`src/cbr_pkg.sv`:
```
// Package: constants and types for the card backup/restore sequencer
package cbr_pkg;
  // ==========================================================
  // Timing
  localparam int unsigned CLK_HZ = 20000000;
  localparam int unsigned HOLD_MS = 3000;
  localparam int unsigned HOLD_CYC = (CLK_HZ / 1000) * HOLD_MS;
  // ==========================================================
  // Switch positions (switch n at bit n-1)
  localparam int unsigned SW_PROTECT = 0;
  localparam int unsigned SW_AUTOXFER = 1;
  localparam int unsigned SW_BACKUP = 6;
  // ==========================================================
  // Item identifiers walked by the sequencer
  localparam logic [3:0] ITEM_PROGRAM = 4'h0;
  localparam logic [3:0] ITEM_PARAM = 4'h1;
  localparam logic [3:0] ITEM_DM_HI = 4'h2;
  localparam logic [3:0] ITEM_IO = 4'h3;
  localparam logic [3:0] ITEM_TIMCNT = 4'h4;
  localparam logic [3:0] ITEM_DM_LO = 4'h5;
  localparam logic [3:0] ITEM_EM = 4'h6;
  localparam logic [3:0] ITEM_SYMBOL = 4'h7;
  localparam logic [3:0] ITEM_COMMENT = 4'h8;
  localparam logic [3:0] ITEM_INDEX = 4'h9;
  localparam logic [3:0] ITEM_LAST_BASE = 4'h6;
  localparam logic [3:0] ITEM_LAST_EXT = 4'h9;
  localparam logic [3:0] BANK_MAX_RST = 4'h0;
  // ==========================================================
  // Operation codes toward the memory engine
  typedef enum logic [1:0] {
    CBR_OP_NONE,
    CBR_OP_WRITE,
    CBR_OP_READ,
    CBR_OP_COMPARE
  } cbr_op_t;
  // Indicator result codes
  typedef enum logic [1:0] {
    CBR_IND_IDLE,
    CBR_IND_BUSY,
    CBR_IND_OK,
    CBR_IND_ERR
  } cbr_ind_t;
endpackage : cbr_pkg

```
`src/cbr_sequencer.sv`:
```
// Card backup, restore and compare sequencer
//
// Function
// RULE1: Switch 7 on, button held: write backup.
// RULE2: Backup or compare accepted in any mode; code refuses both once a backup has set mode_lock.
// RULE3: Program, parameters, I/O; v3 adds symbols.
// RULE4: Power-on with switch 7: restore everything.
// RULE5: Restore overrides startup transfer switch 2.
// RULE6: Switch 1 on blocks any restore.
// RULE7: Restore clears I/O and forced states.
// RULE8: I/O keep flag saved: preserve I/O.
// RULE9: Forced keep flag saved: preserve forces.
// RULE10: After backup, locked in program mode.
// RULE11: Switch 7 off, button held: compare.
// RULE12: Operator allows seconds to minutes.
// RULE13: Timers, counters: flags and present values.
// RULE14: Banks restored ascending, surplus ignored.
// RULE15: Missing bank stops the bank run.
// RULE16: Every bank saved raw, file banks too.
// RULE17: Bank mismatch marks file memory unformatted.
// RULE18: Indicator shows normal or error ending.
// RULE19: Start only after full continuous hold.
//
// Decided for this implementation: the address map and the strobed register port.
`timescale 1ns/1ns
module cbr_sequencer (
  // Clock and reset
  input wire logic clk,
  input wire logic rst,
  // Operator pins
  input wire logic [7:0] dip_sw,
  input wire logic button_n,
  // Unit configuration
  input wire logic unit_v3,
  input wire logic [3:0] bank_max,
  input wire logic io_memory_keep_flag,
  input wire logic force_keep_flag,
  // Memory engine request and answer
  output logic [1:0] op,
  output logic [3:0] item,
  output logic [3:0] bank,
  output logic op_valid,
  input wire logic op_done,
  input wire logic op_error,
  input wire logic item_absent,
  input wire logic card_keep_io,
  input wire logic card_keep_force,
  // Restore side effects, startup transfer and mode lock
  output logic clear_io,
  output logic clear_force,
  output logic em_unformat,
  output logic startup_xfer_en,
  output logic mode_lock,
  // Indicator and interrupt
  output logic [1:0] card_power_indicator,
  output logic irq,
  // Register port
  input wire logic [1:0] reg_addr,
  input wire logic [7:0] reg_wdata,
  input wire logic reg_wr,
  input wire logic reg_rd,
  output logic [7:0] reg_rdata
);
  // ==========================================================
  // Pin synchronisers
  logic [7:0] sw_s1_reg, sw_reg;
  logic btn_s1_reg, btn_reg;
  always_ff @(posedge clk or posedge rst) begin
    if (rst) begin
      sw_s1_reg <= 8'h00;
      sw_reg <= 8'h00;
      btn_s1_reg <= 1'b0;
      btn_reg <= 1'b0;
    end else begin
      sw_s1_reg <= dip_sw;
      sw_reg <= sw_s1_reg;
      btn_s1_reg <= ~button_n;
      btn_reg <= btn_s1_reg;
    end
  end

  // ==========================================================
  // Hold timer: any release cancels
  logic [31:0] hold_cnt_reg;
  logic hold_fire;
  assign hold_fire = btn_reg && (hold_cnt_reg == cbr_pkg::HOLD_CYC - 1);
  always_ff @(posedge clk or posedge rst) begin
    if (rst) begin
      hold_cnt_reg <= 32'h00000000;
    end else if (!btn_reg) begin
      hold_cnt_reg <= 32'h00000000; // [RULE19]
    end else if (hold_cnt_reg != cbr_pkg::HOLD_CYC) begin
      hold_cnt_reg <= hold_cnt_reg + 32'h00000001;
    end
  end

  // ==========================================================
  // Sequencer
  typedef enum {S_BOOT, S_IDLE, S_REQ, S_WAIT, S_DONE} cbr_state_t;
  cbr_state_t state_reg;
  logic [1:0] boot_reg;
  logic err_reg;
  logic [1:0] op_reg;
  logic [3:0] item_reg, bank_reg, last_item;
  logic keep_io_reg, keep_force_reg, bank_gap_reg;
  assign last_item = unit_v3 ? cbr_pkg::ITEM_LAST_EXT : cbr_pkg::ITEM_LAST_BASE; // [RULE3]

  function automatic logic is_last(input logic [3:0] it, input logic [3:0] lim);
    is_last = (it == lim);
  endfunction : is_last

  always_ff @(posedge clk or posedge rst) begin
    if (rst) begin
      state_reg <= S_BOOT;
      boot_reg <= 2'h3;
      err_reg <= 1'b0;
      op_reg <= 2'h0;
      item_reg <= 4'h0;
      bank_reg <= 4'h0;
      keep_io_reg <= 1'b0;
      keep_force_reg <= 1'b0;
      bank_gap_reg <= 1'b0;
    end else begin
      unique case (state_reg)
        S_BOOT: begin
          // Two edges for the switch synchroniser to fill before sampling
          boot_reg <= {boot_reg[0], 1'b0};
          if (!boot_reg[1]) begin
            state_reg <= S_IDLE;
            // Restore wins over startup transfer; protect blocks it
            if (sw_reg[cbr_pkg::SW_BACKUP] // [RULE4] [RULE5]
                && !sw_reg[cbr_pkg::SW_PROTECT]) begin // [RULE6]
              op_reg <= 2'(cbr_pkg::CBR_OP_READ);
              item_reg <= cbr_pkg::ITEM_PROGRAM;
              bank_reg <= 4'h0;
              err_reg <= 1'b0;
              state_reg <= S_REQ;
            end
          end
        end
        S_IDLE: begin
          // No operating-mode check: accepted in any mode until a backup sets mode_lock
          if (hold_fire && !mode_lock) begin // [RULE2]
            op_reg <= sw_reg[cbr_pkg::SW_BACKUP] ? 2'(cbr_pkg::CBR_OP_WRITE)
                                                  : 2'(cbr_pkg::CBR_OP_COMPARE); // [RULE1] [RULE11]
            item_reg <= cbr_pkg::ITEM_PROGRAM;
            bank_reg <= 4'h0;
            err_reg <= 1'b0;
            bank_gap_reg <= 1'b0;
            state_reg <= S_REQ;
          end
        end
        S_REQ: begin
          state_reg <= S_WAIT;
        end
        S_WAIT: begin
          // Duration unbounded: card may take minutes
          if (op_done) begin // [RULE12]
            if (op_error) begin
              err_reg <= 1'b1;
            end
            if (item_reg == cbr_pkg::ITEM_IO && op_reg == 2'(cbr_pkg::CBR_OP_READ)) begin
              keep_io_reg <= card_keep_io; // [RULE8]
              keep_force_reg <= card_keep_force; // [RULE9]
            end
            if (item_reg == cbr_pkg::ITEM_EM) begin
              if (op_reg == 2'(cbr_pkg::CBR_OP_READ) && item_absent) begin
                bank_gap_reg <= 1'b1; // [RULE15]
                item_reg <= item_reg + 4'h1;
                state_reg <= is_last(item_reg, last_item) ? S_DONE : S_REQ;
              end else if (bank_reg != bank_max) begin
                bank_reg <= bank_reg + 4'h1; // [RULE14] [RULE16]
                state_reg <= S_REQ;
              end else begin
                item_reg <= item_reg + 4'h1;
                state_reg <= is_last(item_reg, last_item) ? S_DONE : S_REQ;
              end
            end else begin
              item_reg <= item_reg + 4'h1;
              state_reg <= is_last(item_reg, last_item) ? S_DONE : S_REQ;
            end
          end
        end
        S_DONE: begin
          state_reg <= S_IDLE;
        end
        default: state_reg <= S_IDLE;
      endcase
    end
  end

  // ==========================================================
  // Engine request outputs
  always_ff @(posedge clk or posedge rst) begin
    if (rst) begin
      op <= 2'h0;
      item <= 4'h0;
      bank <= 4'h0;
      op_valid <= 1'b0;
    end else begin
      op_valid <= (state_reg == S_REQ); // [RULE13]
      op <= op_reg;
      item <= item_reg;
      bank <= bank_reg;
    end
  end

  // ==========================================================
  // Restore side effects and mode lock
  logic done_pulse;
  assign done_pulse = (state_reg == S_DONE);
  always_ff @(posedge clk or posedge rst) begin
    if (rst) begin
      clear_io <= 1'b0;
      clear_force <= 1'b0;
      em_unformat <= 1'b0;
      startup_xfer_en <= 1'b0;
      mode_lock <= 1'b0;
    end else begin
      clear_io <= done_pulse && op_reg == 2'(cbr_pkg::CBR_OP_READ) && !err_reg
                  && !(keep_io_reg && io_memory_keep_flag); // [RULE7] [RULE8]
      clear_force <= done_pulse && op_reg == 2'(cbr_pkg::CBR_OP_READ) && !err_reg
                     && !(keep_force_reg && force_keep_flag); // [RULE7] [RULE9]
      if (done_pulse && op_reg == 2'(cbr_pkg::CBR_OP_READ) && bank_gap_reg) begin
        em_unformat <= 1'b1; // [RULE17]
      end
      // Startup transfer only when no restore was selected
      if (state_reg == S_BOOT && !boot_reg[1]) begin
        startup_xfer_en <= sw_reg[cbr_pkg::SW_AUTOXFER] && !sw_reg[cbr_pkg::SW_BACKUP]; // [RULE5]
      end
      // Sticky until power cycle; only reset clears it
      if (done_pulse && op_reg == 2'(cbr_pkg::CBR_OP_WRITE)) begin
        mode_lock <= 1'b1; // [RULE10]
      end
    end
  end

  // ==========================================================
  // Indicator
  always_ff @(posedge clk or posedge rst) begin
    if (rst) begin
      card_power_indicator <= 2'(cbr_pkg::CBR_IND_IDLE);
    end else if (state_reg == S_REQ || state_reg == S_WAIT) begin
      card_power_indicator <= 2'(cbr_pkg::CBR_IND_BUSY);
    end else if (done_pulse) begin
      card_power_indicator <= err_reg ? 2'(cbr_pkg::CBR_IND_ERR)
                                      : 2'(cbr_pkg::CBR_IND_OK); // [RULE18]
    end
  end

  // ==========================================================
  // Status, mask, interrupt
  // Bits: 0 ok done, 1 error done, 2 hold detected
  logic [2:0] stat_reg, mask_reg, ev;
  assign ev = {hold_fire, done_pulse && err_reg, done_pulse && !err_reg};
  always_ff @(posedge clk or posedge rst) begin
    if (rst) begin
      stat_reg <= 3'h0;
    end else if (reg_rd && reg_addr == 2'h0) begin
      stat_reg <= ev; // Set wins over read-clear
    end else begin
      stat_reg <= stat_reg | ev;
    end
  end
  always_ff @(posedge clk or posedge rst) begin
    if (rst) begin
      mask_reg <= 3'h0;
    end else if (reg_wr && reg_addr == 2'h1) begin
      mask_reg <= reg_wdata[2:0];
    end
  end
  always_ff @(posedge clk or posedge rst) begin
    if (rst) begin
      irq <= 1'b0;
    end else begin
      irq <= |(stat_reg & mask_reg);
    end
  end
  always_ff @(posedge clk or posedge rst) begin
    if (rst) begin
      reg_rdata <= 8'h00;
    end else if (reg_rd) begin
      unique case (reg_addr)
        2'h0: reg_rdata <= {5'h00, stat_reg};
        2'h1: reg_rdata <= {5'h00, mask_reg};
        2'h2: reg_rdata <= {2'h0, mode_lock, em_unformat, card_power_indicator, err_reg,
                            (state_reg == S_WAIT)};
        default: reg_rdata <= 8'h00;
      endcase
    end else begin
      reg_rdata <= 8'h00;
    end
  end

  // ==========================================================
  // Checks
  property p_lock_sticky;
    @(posedge clk) disable iff (rst) mode_lock |=> mode_lock;
  endproperty
  a_lock_sticky: assert property (p_lock_sticky) else $error("mode lock dropped"); // [RULE10]

  property p_no_restore_protect;
    @(posedge clk) disable iff (rst)
      (state_reg == S_BOOT && !boot_reg[1] && sw_reg[cbr_pkg::SW_PROTECT])
      |=> state_reg == S_IDLE;
  endproperty
  a_no_restore_protect: assert property (p_no_restore_protect) // [RULE6]
    else $error("restore under protect");

  property p_release_cancels;
    @(posedge clk) disable iff (rst) !btn_reg |=> hold_cnt_reg == 32'h00000000;
  endproperty
  a_release_cancels: assert property (p_release_cancels) // [RULE19]
    else $error("hold not cancelled");

  property p_ind_err;
    @(posedge clk) disable iff (rst)
      (done_pulse && err_reg) |=> card_power_indicator == 2'(cbr_pkg::CBR_IND_ERR);
  endproperty
  a_ind_err: assert property (p_ind_err) else $error("error not indicated"); // [RULE18]

  property p_req_valid;
    @(posedge clk) disable iff (rst) state_reg == S_REQ |=> op_valid && op == op_reg;
  endproperty
  a_req_valid: assert property (p_req_valid) else $error("request not issued"); // [RULE13]

  property p_start_kind;
    @(posedge clk) disable iff (rst)
      (state_reg == S_IDLE && hold_fire && !mode_lock && sw_reg[cbr_pkg::SW_BACKUP])
      |=> op_reg == 2'(cbr_pkg::CBR_OP_WRITE);
  endproperty
  a_start_kind: assert property (p_start_kind) else $error("backup not started"); // [RULE1]

  property p_compare_kind;
    @(posedge clk) disable iff (rst)
      (state_reg == S_IDLE && hold_fire && !mode_lock && !sw_reg[cbr_pkg::SW_BACKUP])
      |=> op_reg == 2'(cbr_pkg::CBR_OP_COMPARE);
  endproperty
  a_compare_kind: assert property (p_compare_kind) else $error("compare not started"); // [RULE11]

  property p_keep_io;
    @(posedge clk) disable iff (rst) (keep_io_reg && io_memory_keep_flag) |=> !clear_io;
  endproperty
  a_keep_io: assert property (p_keep_io) else $error("kept I/O cleared"); // [RULE8]

  property p_restore_boot;
    @(posedge clk) disable iff (rst)
      (state_reg == S_BOOT && !boot_reg[1] && sw_reg[cbr_pkg::SW_BACKUP]
       && !sw_reg[cbr_pkg::SW_PROTECT])
      |=> state_reg == S_REQ && op_reg == 2'(cbr_pkg::CBR_OP_READ);
  endproperty
  a_restore_boot: assert property (p_restore_boot) else $error("no boot restore"); // [RULE4]

  property p_clear_io;
    @(posedge clk) disable iff (rst)
      (done_pulse && op_reg == 2'(cbr_pkg::CBR_OP_READ) && !err_reg && !keep_io_reg)
      |=> clear_io;
  endproperty
  a_clear_io: assert property (p_clear_io) else $error("I/O not cleared"); // [RULE7]
endmodule : cbr_sequencer

```
`config.mk`:
```
export PLATFORM = sky130hd
export DESIGN_NAME = cbr_sequencer
export DESIGN_NICKNAME = d
export VERILOG_FILES = /design/src/cbr_pkg.sv /design/src/cbr_sequencer.sv
export SDC_FILE = /design/constraint.sdc
export NUM_CORES = 1
export LEC_CHECK = 0
export BUFFER_PORTS_ARGS = -buffer_cell sky130_fd_sc_hd__buf_2
export CORE_UTILIZATION = 53
export CTS_BUF_LIST = sky130_fd_sc_hd__clkbuf_4
export DETAILED_ROUTE_END_ITERATION = 12
export PLACE_DENSITY_LB_ADDON = 0.25
export SKIP_CTS_REPAIR_TIMING = 1
export SLEW_MARGIN = 20
export SYNTH_ARGS = -nofsm -noshare
export SYNTH_HDL_FRONTEND = slang
export SYNTH_SLANG_ARGS = --single-unit
```
`constraint.sdc`:
```
create_clock -name clk -period 2.8 [get_ports clk]
set_clock_uncertainty 0.15 [all_clocks]
set_input_delay 0.28 -clock clk [delete_from_list [all_inputs] [get_ports clk]]
set_output_delay 0.28 -clock clk [all_outputs]
set_load 0.005 [all_outputs]
```
# Yosys cells after proc, flatten, opt, wreduce, memory -nomap -nowiden
# Cells that the tools add are included.
# word_totals
memories	0
elab_cells	149
ff_bits	129
out_inout_bits	27
latch_bits	0
in_bits	35
rom_bits	0
mem_bits_rw	0
# classes
multipliers	0
eq_ne	27
n_shift	0
n_lt_le_gt_ge	0
reduce_logical	42
add_sub_neg	3
div_mod_pow	0
n_bitwise	3
n_mux	46
# op_table
operator	count
2-to-1 mux 32 bit	6
case mux 32 bit (4 select lines)	1
== test 32 x 2 -> 1 bit (second input constant)	2
== test 32 x 3 -> 1 bit (second input constant)	2
logical NOT 32 bit	2
2-to-1 mux 4 bit	12
adder 32 x 1 -> 32 bit (second input constant)	1
== test 32 x 1 -> 1 bit (second input constant)	1
== test 32 x 26 -> 1 bit (second input constant)	1
== test 32 x 4 -> 1 bit (second input constant)	1
inequality test 32 x 26 -> 1 bit (second input constant)	1
case mux 4 bit (3 select lines)	2
logical AND 1 bit	19
inequality test 2 bit (second input constant)	9
case mux 6 bit (3 select lines)	1
2-to-1 mux 2 bit	7
2-to-1 mux 3 bit	4
AND reduction 6 bit	2
2-to-1 mux 1 bit	9
adder 4 x 1 -> 4 bit (second input constant)	2
2-to-1 mux 8 bit	1
AND reduction 8 bit	1
logical NOT 1 bit	7
AND reduction 3 bit	2
other kinds (21)	25

# Logic depth before layout (Yosys ltp)
# depth
word_depth	8
ltp_mapped	8
mapped_depth_nobuf	7

# Worst setup path before layout
# No wires, ideal clock.
# synth_timing
path_type	reg-to-reg
startpoint	register hold_cnt_reg[0]
endpoint	register bank_gap_reg
t_arrival_ns	1.794
stages_incl_launch_ff	7
setup_slack_ns	0.735
period_less_slack_ns	2.065
required_time_ns	2.529
n_path_buf	0
setup_time_ns	0.121
cell_sequence	dfrtp_1 > ha_1 > nand3_2 > or4_4 > nor4_4 > nand3_2 > a22o_1
# synth_between
elab_chain_len	5
# synth_lines
item	line	source
start, declared	cbr_sequencer.sv:84	logic [31:0] hold_cnt_reg;
start signal, assigned	cbr_sequencer.sv:93	hold_cnt_reg <= hold_cnt_reg + 32'h00000001;
== test 32 x 26 -> 1 bit	cbr_sequencer.sv:86	assign hold_fire = btn_reg && (hold_cnt_reg == cbr_pkg::HOLD_CYC - 1);
logical AND 1 bit	cbr_sequencer.sv:86	
logical AND 1 bit	cbr_sequencer.sv:143	if (hold_fire && !mode_lock) begin
inequality test 2 bit (no line)	-	
AND reduction 5 bit (no line)	-	
end signal, assigned	cbr_sequencer.sv:122	bank_gap_reg <= 1'b0;
end signal, assigned	cbr_sequencer.sv:149	bank_gap_reg <= 1'b0;
end signal, assigned	cbr_sequencer.sv:168	bank_gap_reg <= 1'b1;
end, declared	cbr_sequencer.sv:105	logic keep_io_reg, keep_force_reg, bank_gap_reg;
# No other way between the ends.
# A chain may end at the register's enable or synchronous reset.

# Worst setup path after layout
# layout_timing
startpoint	register hold_cnt_reg[0]
endpoint	register op_reg[1]
# layout_between
elab_chain_len	5
# layout_lines
item	line	source
== test 32 x 26 -> 1 bit	cbr_sequencer.sv:86	
logical AND 1 bit	cbr_sequencer.sv:86	
logical AND 1 bit	cbr_sequencer.sv:143	
inequality test 2 bit (no line)	-	
AND reduction 4 bit (no line)	-	
end signal, assigned	cbr_sequencer.sv:133	op_reg <= 2'(cbr_pkg::CBR_OP_READ);
end signal, assigned	cbr_sequencer.sv:144	op_reg <= sw_reg[cbr_pkg::SW_BACKUP] ? 2'(cbr_pkg::CBR_OP_WRITE)
end, declared	cbr_sequencer.sv:103	logic [1:0] op_reg;
# No other way between the ends.

==> results.md <==
- Status: completed
- Highest attainable clock frequency: 420 MHz
- First-pass GRT wire length: 14,300 microns
- DP HPWL: 5690 microns
- CP Launch Type: flop
- Top flip-flop cell by instance count after synthesis: sky130_fd_sc_hd__dfrtp_1
- Share of synthesized flip-flops with an asynchronous set or reset: 100%
- Worst skew pair latency: 420 ps
- Critical Path Fanout Max: 10
- Unrepaired setup endpoints after global routing: no
- Area post-placement: 4600 sq um
- Root buf cell: sky130_fd_sc_hd__clkbuf_4
- Share of total power consumed by net switching: 33.2%
- Sinks on the clock net: 90
- Routed wirelength normalized by instance count: 14.7 microns
- Inserted Diodes: 0
- Number of nets still failing antenna checks after routing: 0
- Row cnt: 32
- Starting Density: 55.2%
- Final weighted congestion in routability-driven placement: 0.820
- Total of endpoints with negative setup slack in the final report: 0
- Hold Fails Final Rpt: 0
- Number of iterations in the first detailed-routing pass: 4
- Number of flip-flops under the largest register name: 32
- Cell-internal power: 2.29 mW
- CP arrival: 2600 ps
- Area share of the largest cell type after synthesis: 51.4%
- Via/cell ratio: 5.52
- Number of I/O port buffers: 49
- Synthesized area per cell: 10.7 sq um
- Antenna violations before repair: 0
- Routed wire length: 8370 microns
- Proportion of power drawn by combinational gates: 26.1%
- Setup TNS: 0 ps
- Sequential cell fraction of total power: 50.1%
- Biggest area contributors in the synthesized netlist: sky130_fd_sc_hd__dfrtp_1 (51%), sky130_fd_sc_hd__xnor2_1 (5.7%), sky130_fd_sc_hd__and2_1 (4.8%), sky130_fd_sc_hd__nand3_1 (2.7%), sky130_fd_sc_hd__nand4_1 (2.5%)
- Clock period minus final worst setup slack: 2380 ps
- Maximum number of pins on one net before global-route repair: 48
- Ratio of final minimum period to clock period: 85.1%
- Yosys warnings: 0
- Count of state elements after synthesis: 90
- Die extent in x: 91.9 microns
- Total number of H-tree levels: 3
- Post-synthesis cell count: 399
- Design Area, Final: 4940 sq um
- Power per cell area: 692 nW/um^2
- Number of vias in the routed layout: 3,145
- NetSw: 1.13 mW
- Clock-pin transition on the worst setup and hold timing paths: 150 ps
- Number of primary I/O pins: 62
- Area of the core: 7770 sq um
- Cell area after synthesis: 4290 sq um
- Endpoint class of the critical path: flop
- Detailed Route Iter0 Violations: 252
- Share of cells above drive strength 1: 19.9%
- Final-report max-slew violation count: 0
- Headroom to the max-slew limit: 49.3%
- Max capacitance violation total: 0
- Share of total power in the clock network: 23.7%
- Die Footprint: 8450 sq um
- Overall track demand over capacity in global routing: 21.3%
- Peak supply drop: 310 uV
- Top post-synthesis cells by count: sky130_fd_sc_hd__dfrtp_1 (88), sky130_fd_sc_hd__and2_1 (33), sky130_fd_sc_hd__xnor2_1 (28), sky130_fd_sc_hd__nand2_1 (27), sky130_fd_sc_hd__nand3_1 (23)
- CTS tree: yes
- Die outline height: 91.9 microns
- Critical path data required time: 3020 ps
- Total number of nets in the final design: 503
- Largest area contributor in the synthesized netlist: sky130_fd_sc_hd__dfrtp_1
- Core Util, Final: 63.6%
- Most instantiated library cell after synthesis: sky130_fd_sc_hd__dfrtp_1
- Worst Max-Slew Pin Slew: 754 ps
- Number of buffers created by CTS: 9
- Number of synthesized flops with an enable pin: 0
- Via count of the first global-routing pass: 2,999
- Portion of the post-synthesis area used by sequential elements: 52.6%
- Clock tree buffer depth: 2
- Area Growth Syn to Fin: 15.3%
- Worst hold-check path type: primary input to flop
- Path type of the worst setup path: flop to flop
- Sum of overflow across all layers after global routing: 0
- Number of library cell types mapped by synthesis: 64
- Leakage dissipation: 2.26 nW
- DRC violation count after routing: 0
==> through the flow <==
stage               setup slack, ps  total power [mW]  std cells  hold WS [ps]
detailed placement              503              2.62        537           186
global route                    156              3.65        570          93.7
global placement                529              2.58        537           186
finish                          417              3.42        570          94.1
floorplan                      38.1              2.37        400           161
CTS                             432              3.44        553          -209
==> power by group through the flow <==
stage	logic [mW]	clock network [mW]	registers [mW]
finish	0.893	0.812	1.72
floorplan	0.694	0	1.67
CTS	0.884	0.839	1.72
global route	1.01	0.888	1.75
global placement	0.851	0	1.73
detailed placement	0.876	0	1.74
==> routing by layer <==
| metal | global-route usage, % | up-vias | wire (microns) |
|---|---|---|---|
| met5 | 0 | - | 0 |
| met4 | 7.16 | 0 | 55 |
| met3 | 3.73 | 4 | 380 |
| met2 | 33.1 | 74 | 3970 |
| met1 | 30.4 | 1528 | 3970 |
| li1 | - | 1539 | - |
==> placed cells by master, fill, tap and decap left out, types with 9 or more instances in the layout <==
cell	Yosys	routed
sky130_fd_sc_hd__and3_1	11	11
sky130_fd_sc_hd__nand4_1	17	17
sky130_fd_sc_hd__inv_1	15	14
sky130_fd_sc_hd__nand2_1	27	27
sky130_fd_sc_hd__clkbuf_4	0	9
sky130_fd_sc_hd__nand3_1	23	23
sky130_fd_sc_hd__xnor2_1	28	28
sky130_fd_sc_hd__buf_2	4	49
sky130_fd_sc_hd__dlygate4sd3_1	0	17
sky130_fd_sc_hd__nor2_1	14	14
sky130_fd_sc_hd__and2_1	33	33
sky130_fd_sc_hd__dfrtp_1	88	88
sky130_fd_sc_hd__o21ai_0	11	11
==> cell families after synthesis <==
group                    count (synthesis)  share of synthesized area, %
other                                    1                        0.0875
buffers and inverters                   32                          3.53
AO/OA/AOI/OAI                           49                          8.20
AND/OR/NAND/NOR                        179                          24.8
adder cells (fa/ha/maj)                  5                          1.46
flip-flops                              90                          52.6
XOR/XNOR                                32                          6.54
multiplexers                            11                          2.77
==> layout make-up <==
class,instances,area (sq um)
Tap cell,102,128
Fill cell,650,2830
Inverter,15,57.6
Multi-Input combinational cell,278,1880
Clock inverter,7,100
Timing Repair Buffer,69,450
Sequential cell,90,2250
Clock buffer,9,67.6
==> path summary, 6_finish.rpt <==
check | startpoint | end | slack, ps | depth (start not counted)
max | hold_cnt_reg[0] | op_reg[1] | 420 | 6
min | reg_wr | mask_reg[1] | 90 | 3
max reg2reg | hold_cnt_reg[0] | op_reg[1] | 420 | 6
min reg2reg | sw_s1_reg[1] | sw_reg[1] | 210 | 0
max in group asynchronous | rst | boot_reg[1] | 1390 | 4
min in group asynchronous | rst | mask_reg[1] | 340 | 3
==> critical path, cell delays in order, from the launching register on <==
cell and delay (ps):
sky130_fd_sc_hd__dfrtp_1 460, sky130_fd_sc_hd__ha_1 230, sky130_fd_sc_hd__nand3_2 170, sky130_fd_sc_hd__nor3_1 280, sky130_fd_sc_hd__nand4bb_1 450, sky130_fd_sc_hd__a21oi_1 410
sky130_fd_sc_hd__o22a_1 180
Power figures use the tool's default switching activity.
